<file path="src/pxb_pkg.sv">
// Package for the peripheral expansion bus controller
package pxb_pkg;

	localparam int PXB_NCS      = 8;
	localparam int PXB_AW       = 24;
	localparam int PXB_DW       = 16;
	localparam int PXB_PHW      = 4;
	localparam int PXB_NPH      = 5;
	localparam int PXB_DSP_CS0  = 4;
	localparam int PXB_SYS_MHZ  = 25;
	// Clock output divider: half periods in system cycles
	localparam logic [7:0] PXB_CLK_HI_RST = 8'h01;
	localparam logic [7:0] PXB_CLK_LO_RST = 8'h01;
	localparam logic [PXB_PHW-1:0] PXB_PH_RST = 4'h1;

	typedef enum logic [5:0]
	{
		PXB_IDLE  = 6'h01,
		PXB_ADDR  = 6'h02,
		PXB_SETUP = 6'h04,
		PXB_STRB  = 6'h08,
		PXB_HOLD  = 6'h10,
		PXB_RECOV = 6'h20
	} pxb_state_t;

	// Per chip select timing and style
	typedef struct packed
	{
		logic [PXB_NPH-1:0][PXB_PHW-1:0] ph_len;
		logic                            mux_mode;
		logic                            moto_style;
		logic                            dsp_en;
		logic                            dsp_halfword;
	} pxb_cfg_t;

	typedef struct packed
	{
		logic              valid;
		logic              write;
		logic [2:0]        cs;
		logic [PXB_AW-1:0] addr;
		logic [PXB_DW-1:0] wdata;
	} pxb_req_t;

	typedef struct packed
	{
		logic [PXB_AW-1:0] addr;
		logic [PXB_DW-1:0] dout;
		logic [PXB_DW-1:0] doe_n;
		logic [PXB_NCS-1:0] cs_n;
		logic              rd_n;
		logic              wr_n;
		logic              ale;
	} pxb_pins_t;

endpackage

</file>
<file path="src/pxb_ctrl.sv">
// Peripheral expansion bus controller: five-phase accesses, strap capture, clock out
//Contract
//- The bus has 16 data bits, eight chip selects and 24 address lines per select.
//- Each access runs through five phases: address, setup, strobe, hold, recovery.
//- Each phase length comes from per-chip-select configuration.
//- Strobes follow either of two processor signalling styles chosen by configuration.
//- Each chip select runs multiplexed or separate address and data.
//- Chip selects 4 to 7 may run DSP host-port cycles, byte or halfword.
//- The 24 address pin levels are captured as straps when reset releases.
//- General-purpose pin 15 leaves reset as an output and can clock the interface.
//- Pin 15 as clock output runs up to 33.33 MHz with selectable duty cycle.
`timescale 1ns/100ps
module pxb_ctrl
	import pxb_pkg::*;
(
	input  wire logic                    clk_sys,
	input  wire logic                    nrst,
	input  wire pxb_cfg_t [PXB_NCS-1:0]  cs_cfg,
	input  wire pxb_req_t                req,
	output logic                         req_ready,
	output logic                         rsp_valid,
	output logic [PXB_DW-1:0]            rsp_rdata,
	output pxb_pins_t                    pins,
	input  wire logic [PXB_AW-1:0]       addr_in,
	input  wire logic [PXB_DW-1:0]       data_in,
	output logic [PXB_AW-1:0]            strap_q,
	input  wire logic                    gp15_clk_en,
	input  wire logic [7:0]              gp15_hi_len,
	input  wire logic [7:0]              gp15_lo_len,
	output logic                         gp15_out,
	output logic                         gp15_oe_n
);

	// ------------------------------------------------------------
	// Input synchronisers
	// ------------------------------------------------------------
	logic [PXB_AW-1:0] addr_s1_q;
	logic [PXB_AW-1:0] addr_s2_q;
	logic [PXB_DW-1:0] data_s1_q;
	logic [PXB_DW-1:0] data_s2_q;

	always_ff @(posedge clk_sys or negedge nrst)
	begin
		if (!nrst)
		begin
			addr_s1_q <= '0;
			addr_s2_q <= '0;
			data_s1_q <= '0;
			data_s2_q <= '0;
		end
		else
		begin
			addr_s1_q <= addr_in;
			addr_s2_q <= addr_s1_q;
			data_s1_q <= data_in;
			data_s2_q <= data_s1_q;
		end
	end

	// ------------------------------------------------------------
	// Strap capture
	// ------------------------------------------------------------
	// Pins are released until capture so pull resistors set the levels
	logic [1:0] strap_cnt_q;
	logic       strap_done_q;

	always_ff @(posedge clk_sys or negedge nrst)
	begin
		if (!nrst)
		begin
			strap_cnt_q  <= 2'h0;
			strap_done_q <= 1'b0;
			strap_q      <= '0;
		end
		else if (!strap_done_q)
		begin
			strap_cnt_q <= strap_cnt_q + 2'h1;
			if (strap_cnt_q == 2'h2)
			begin
				strap_q      <= addr_s2_q;
				strap_done_q <= 1'b1;
			end
		end
	end

	// ------------------------------------------------------------
	// Access sequencer
	// ------------------------------------------------------------
	pxb_state_t        state_q;
	pxb_req_t          cur_q;
	pxb_cfg_t          ccfg;
	logic [PXB_PHW-1:0] ph_cnt_q;
	logic              dsp_cyc;
	logic              byte_hi_q;

	function automatic logic [PXB_PHW-1:0] phase_len(pxb_cfg_t c, int idx);
		phase_len = c.ph_len[idx];
	endfunction

	assign ccfg    = cs_cfg[cur_q.cs];
	// Host-port cycles only exist on the upper four selects
	assign dsp_cyc = ccfg.dsp_en && (cur_q.cs >= 3'(PXB_DSP_CS0));

	always_ff @(posedge clk_sys or negedge nrst)
	begin
		if (!nrst)
		begin
			state_q   <= PXB_IDLE;
			ph_cnt_q  <= '0;
			cur_q     <= '0;
			req_ready <= 1'b0;
			rsp_valid <= 1'b0;
			rsp_rdata <= '0;
			byte_hi_q <= 1'b0;
		end
		else
		begin
			rsp_valid <= 1'b0;
			req_ready <= 1'b0;
			unique case (state_q)
				PXB_IDLE:
				begin
					req_ready <= strap_done_q;
					if (req.valid && req_ready)
					begin
						cur_q     <= req;
						req_ready <= 1'b0;
						byte_hi_q <= 1'b0;
						ph_cnt_q  <= phase_len(cs_cfg[req.cs], 0);
						state_q   <= PXB_ADDR;
					end
				end
				PXB_ADDR, PXB_SETUP, PXB_STRB, PXB_HOLD, PXB_RECOV:
				begin
					if (ph_cnt_q != '0)
						ph_cnt_q <= ph_cnt_q - PXB_PHW'(1);
					else
					begin
						unique case (state_q)
							PXB_ADDR:
							begin
								state_q  <= PXB_SETUP;
								ph_cnt_q <= phase_len(ccfg, 1);
							end
							PXB_SETUP:
							begin
								state_q  <= PXB_STRB;
								ph_cnt_q <= phase_len(ccfg, 2);
							end
							PXB_STRB:
							begin
								// Read data sampled at strobe end; byte mode fills low then high
								if (dsp_cyc && !ccfg.dsp_halfword && byte_hi_q)
									rsp_rdata[15:8] <= data_s2_q[7:0];
								else
									rsp_rdata <= data_s2_q;
								state_q  <= PXB_HOLD;
								ph_cnt_q <= phase_len(ccfg, 3);
							end
							PXB_HOLD:
							begin
								state_q  <= PXB_RECOV;
								ph_cnt_q <= phase_len(ccfg, 4);
							end
							default:
							begin
								if (dsp_cyc && !ccfg.dsp_halfword && !byte_hi_q)
								begin
									// Second byte of a halfword on the 8-bit host port
									byte_hi_q <= 1'b1;
									state_q   <= PXB_SETUP;
									ph_cnt_q  <= phase_len(ccfg, 1);
								end
								else
								begin
									rsp_valid <= 1'b1;
									state_q   <= PXB_IDLE;
								end
							end
						endcase
					end
				end
			endcase
		end
	end

	// ------------------------------------------------------------
	// Pin drive
	// ------------------------------------------------------------
	logic strobe;
	logic drive_d;
	logic [PXB_DW-1:0] wd;

	assign strobe  = (state_q == PXB_STRB);
	assign drive_d = cur_q.write && (state_q inside {PXB_SETUP, PXB_STRB, PXB_HOLD});
	assign wd      = (dsp_cyc && !ccfg.dsp_halfword && byte_hi_q)
		? {8'h00, cur_q.wdata[15:8]} : cur_q.wdata;

	always_ff @(posedge clk_sys or negedge nrst)
	begin
		if (!nrst)
		begin
			pins <= '{addr: '0, dout: '0, doe_n: '1, cs_n: '1, rd_n: 1'b1, wr_n: 1'b1,
				ale: 1'b0};
		end
		else
		begin
			pins.addr <= cur_q.addr;
			pins.cs_n <= '1;
			if (state_q != PXB_IDLE)
				pins.cs_n[cur_q.cs] <= 1'b0;
			pins.ale   <= (state_q == PXB_ADDR);
			pins.doe_n <= '1;
			pins.dout  <= wd;
			if (ccfg.mux_mode && state_q == PXB_ADDR)
			begin
				// Multiplexed: low address word shares the data lines
				pins.dout  <= cur_q.addr[PXB_DW-1:0];
				pins.doe_n <= '0;
			end
			else if (drive_d)
				pins.doe_n <= '0;
			if (ccfg.moto_style)
			begin
				// rd_n carries direction, wr_n the data strobe
				pins.rd_n <= !cur_q.write || state_q == PXB_IDLE;
				pins.wr_n <= !strobe;
			end
			else
			begin
				pins.rd_n <= !(strobe && !cur_q.write);
				pins.wr_n <= !(strobe && cur_q.write);
			end
		end
	end

	// ------------------------------------------------------------
	// Pin 15 clock output
	// ------------------------------------------------------------
	// Fastest setting toggles every cycle; the slow system clock keeps it under 33.33 MHz
	logic [7:0] div_q;

	always_ff @(posedge clk_sys or negedge nrst)
	begin
		if (!nrst)
		begin
			gp15_oe_n <= 1'b0;
			gp15_out  <= 1'b0;
			div_q     <= PXB_CLK_LO_RST;
		end
		else
		begin
			gp15_oe_n <= 1'b0;
			if (!gp15_clk_en)
			begin
				gp15_out <= 1'b0;
				div_q    <= '0;
			end
			else if (div_q <= 8'h01)
			begin
				gp15_out <= !gp15_out;
				div_q    <= gp15_out ? gp15_lo_len : gp15_hi_len;
			end
			else
				div_q <= div_q - 8'h01;
		end
	end

endmodule

</file>
<file path="config.mk">
export PLATFORM = sky130hd
export DESIGN_NAME = pxb_ctrl
export DESIGN_NICKNAME = d
export VERILOG_FILES = /design/src/pxb_pkg.sv /design/src/pxb_ctrl.sv
export SDC_FILE = /design/constraint.sdc
export NUM_CORES = 1
export LEC_CHECK = 0
export ABC_AREA = 0
export BUFFER_PORTS_ARGS = -buffer_cell sky130_fd_sc_hd__buf_2
export CAP_MARGIN = 25
export CORE_AREA = 2 2 160 162
export CTS_CLUSTER_SIZE = 28
export DETAILED_ROUTE_END_ITERATION = 8
export DIE_AREA = 0 0 162 164
export PLACE_DENSITY = 0.74
export RECOVER_POWER = 100
export SLEW_MARGIN = 0
export SYNTH_ARGS = -nofsm -noshare
export SYNTH_HDL_FRONTEND = slang
export SYNTH_SLANG_ARGS = --single-unit
</file>
<file path="constraint.sdc">
create_clock -name clk_sys -period 5.5 [get_ports clk_sys]
set_clock_uncertainty 0.15 [all_clocks]
set_input_delay 1.1 -clock clk_sys [delete_from_list [all_inputs] [get_ports clk_sys]]
set_output_delay 1.1 -clock clk_sys [all_outputs]
set_load 0.1 [all_outputs]
</file>
==> flow_metrics.py <==
metrics = {
    "hold_path": {
        "hold_end": "addr_s2_q[6]",
        "min_from": "addr_s1_q[6]",
        "min_path_cells": 0,
        "hold_path.class": "register to register",
    },
    "critical_path": {
        "reg2reg_from": "state_q[2]",
        "worstPathRequired_ns": 5.73,
        "cp_max_fo": 41,
        "reg2regPathDepth": 5,
        "rrSetupSlack_ns": 1.65,
        "crit_family": "simple AND/OR/NAND/NOR gates",
        "cp_slowest_cell": "clkbuf_2",
        "cp.depth": 5,
        "worstSetupEndpointType": "register",
        "regToRegEndpoint": "cur_q[1]",
        "critical_path.cell_chain": "nor4_1 > nand2_1 > nor2_1 > clkbuf_2 > mux2_2",
        "slowest_delay_ns": 0.91,
        "cp.buffers_inverters": 1,
        "crit_type": "register to register",
        "critPathLaunchType": "register",
        "critPathArrivalTime_ns": 4.08,
    },
    "power": {
        "p_per_area_nw_per_um2": 388,
        "p_switching_w": 0.00175,
        "vdd_drop_max_mv": 0.500,
        "p_int_w": 0.00322,
        "p_clk_share_pct": 33.0,
        "p_leak_nw": 6.01,
        "p_seq_share_pct": 40.2,
        "comb_power_share_pct": 26.8,
        "switching_share_pct": 35.3,
    },
    "synth": {
        "syn_inst": 695,
        "netlist_area_um2": 10100,
        "synth-edff-count": 0,
        "ys.flop_type": "dfrtp_1",
        "synth_seq_cells": 241,
        "ys_types": 56,
        "async_flop_share_pct": 100,
        "synth.avg_cell_area_um2": 14.5,
        "syn-num-nets": 995,
        "seq_area_frac_synth_pct": 60.1,
        "yosysWarnings": 0,
    },
    "floorplan": {
        "placementRows": 58,
        "die_area_um2": 26600,
        "start_util_pct": 40.5,
        "die_w_um": 162,
        "pin_count": 407,
        "core_um2": 24800,
        "die_h_um": 164,
    },
    "clock_tree": {
        "cts-root-buf": "clkbuf_16",
        "postCtsHoldBufs": 0,
        "cts_tree": "built",
        "clock_latency_ns": 0.51,
        "cts.clk_slew.worst_paths_ns": 0.06,
        "htree_levels": 1,
        "clk_path_buf_depth": 3,
        "postCtsSetupBuffers": 0,
        "cts_resized": 0,
        "cts_sinks": 241,
        "cts_buffers": 25,
    },
    "sta": {
        "slew_viol_final": 49,
        "whs_ns": 0.187,
        "rsz0062_at_grt": "no",
        "period_share_pct": 69.9,
        "relSlewSlack_pct": -65.0,
        "hold_violations": 0,
        "final.setup.tns_ns": 0,
        "max_freq_mhz": 260,
        "worst_pin_slew_ns": 2.48,
        "fin_crit_ns": 3.85,
        "setup_viol": 0,
    },
    "detailed_routing": {
        "drt-wirelength-per-cell_um": 19.1,
        "via_per_inst": 5.07,
        "first_iter_violations": 552,
        "totalWireLength_um": 27200,
        "first_pass_iters": 5,
        "num_vias": 7220,
        "ant_nets": 0,
        "drc": 0,
    },
    "grt": {
        "grt-ovfl-total": 0,
        "gr-usage-all-layers_pct": 20.4,
        "grt_pass1_wl_um": 41700,
        "grt_antenna_before_repair": 10,
        "grt_pass1_vias": 7377,
        "grt_max_degree": 121,
    },
    "final_layout": {
        "utilization_pct": 51.7,
        "final_cell_mix": "buf_2, dfrtp_1, clkbuf_1",
        "final_common_cell": "buf_2",
        "fillers": 2287,
        "nets": 1374,
        "layout-drive-gt1-share_pct": 43.0,
        "area_growth_pct": 27.5,
    },
    "placement": {
        "portBuffers": 397,
        "dp_hpwl_um": 20600,
        "gp_congestion": 0.902,
    },
    "outcome": {
        "violations": "max-capacitance violations, max-slew violations",
        "outcome": "finished, violations left",
    },
    "run": {
        "max-cap-violations": 2,
    },
}
## cells in the mapped netlist (6+ instances only)
library cell | number | area, um^2
buf_4 | 22 | 165
nor2_1 | 11 | 41.3
nor2b_1 | 11 | 68.8
nand2_1 | 69 | 259
buf_2 | 17 | 85.1
nand3_1 | 13 | 65.1
o21ai_0 | 32 | 160
dfrtp_1 | 228 | 5710
inv_1 | 8 | 30.0
mux2_2 | 78 | 878
o22ai_1 | 6 | 37.5
and3_1 | 6 | 37.5
xnor2_1 | 6 | 52.6
dfstp_2 | 13 | 342
mux4_2 | 45 | 1010
a21oi_1 | 6 | 30.0
clkbuf_1 | 9 | 33.8
mux2i_1 | 41 | 410
## metrics by stage
stage / cell area (um^2) / instances / setup slack [ns] / total power [W]
6_report: 12800 / 1425 / 1.65 / 0.00497
5_1_grt: 12800 / 1423 / 1.37 / 0.00521
4_1_cts: 13000 / 1423 / 2.56 / 0.00507
3_5_place_dp: 12200 / 1377 / 2.23 / 0.00341
3_3_place_gp: 12200 / 1377 / 2.29 / 0.00339
2_1_floorplan: 10100 / 695 / 2.87 / 0.00316
## area by class of cell
| type | count | area [um^2] | area share (%) |
|---|---|---|---|
| inverter | 9 | 33.8 | 0.263 |
| multi-input combinational | 392 | 3600 | 28.1 |
| sequential | 241 | 6050 | 47.1 |
| clock buffer | 39 | 718 | 5.60 |
| timing repair buffer | 405 | 1920 | 14.9 |
| clock inverter | 7 | 88.8 | 0.693 |
| antenna | 2 | 5.00 | 0.0390 |
| tap | 330 | 413 | 3.22 |
## worst max-delay path by stage
stage	from	to	slack [ns]
floorplan	cs_cfg[169]	rsp_rdata[0]	2.87
global placement	cs_cfg[145]	rsp_rdata[6]	2.29
detailed placement	cs_cfg[169]	rsp_rdata[5]	2.23
CTS	cur_q[42]	pins[39]	2.56
global route	state_q[2]	cur_q[26]	1.37
finish	state_q[2]	cur_q[1]	1.65
## logic make-up (layout without fill, tap and decap cells)
family	Yosys count	after routing	synth area share (%)
flip-flops	241	241	60.1
multiplexers	166	166	23.1
AND/OR/NAND/NOR	143	143	7.41
AO/OA/AOI/OAI	68	68	4.24
buffers and inverters	62	460	3.72
XOR/XNOR	10	10	0.871
adder cells (fa/ha/maj)	4	4	0.498
other	1	3	0.0373
## state kept, by name, indices dropped and copies added (netlist names), 2 cells and up
| signal | flops |
|---|---|
| addr_s2_q | 24 |
| state_q | 6 |
| cur_q | 44 |
| data_s2_q | 16 |
| ph_cnt_q | 4 |
| strap_cnt_q | 2 |
| addr_s1_q | 24 |
| rsp_rdata | 16 |
| strap_q | 24 |
| data_s1_q | 16 |
| div_q | 8 |
| pins | 52 |
## metal layers
metal	wire (um)	GRT usage, %	part of all wire, %
met5	117	0	0.43
met3	2930	8.33	11
met4	565	4.87	2.1
met1	11400	28.1	42
met2	12100	30.3	45
## power by group through the flow
stage / clock [W] / combinational (W) / sequential (W)
after floorplan: 0 / 0.000951 / 0.00221
after global placement: 0 / 0.00137 / 0.00202
after detailed placement: 0 / 0.00138 / 0.00203
after CTS: 0.00168 / 0.00138 / 0.00200
after global routing: 0.00176 / 0.00143 / 0.00201
final: 0.00164 / 0.00133 / 0.00200
(Power assumes the default switching activity.)
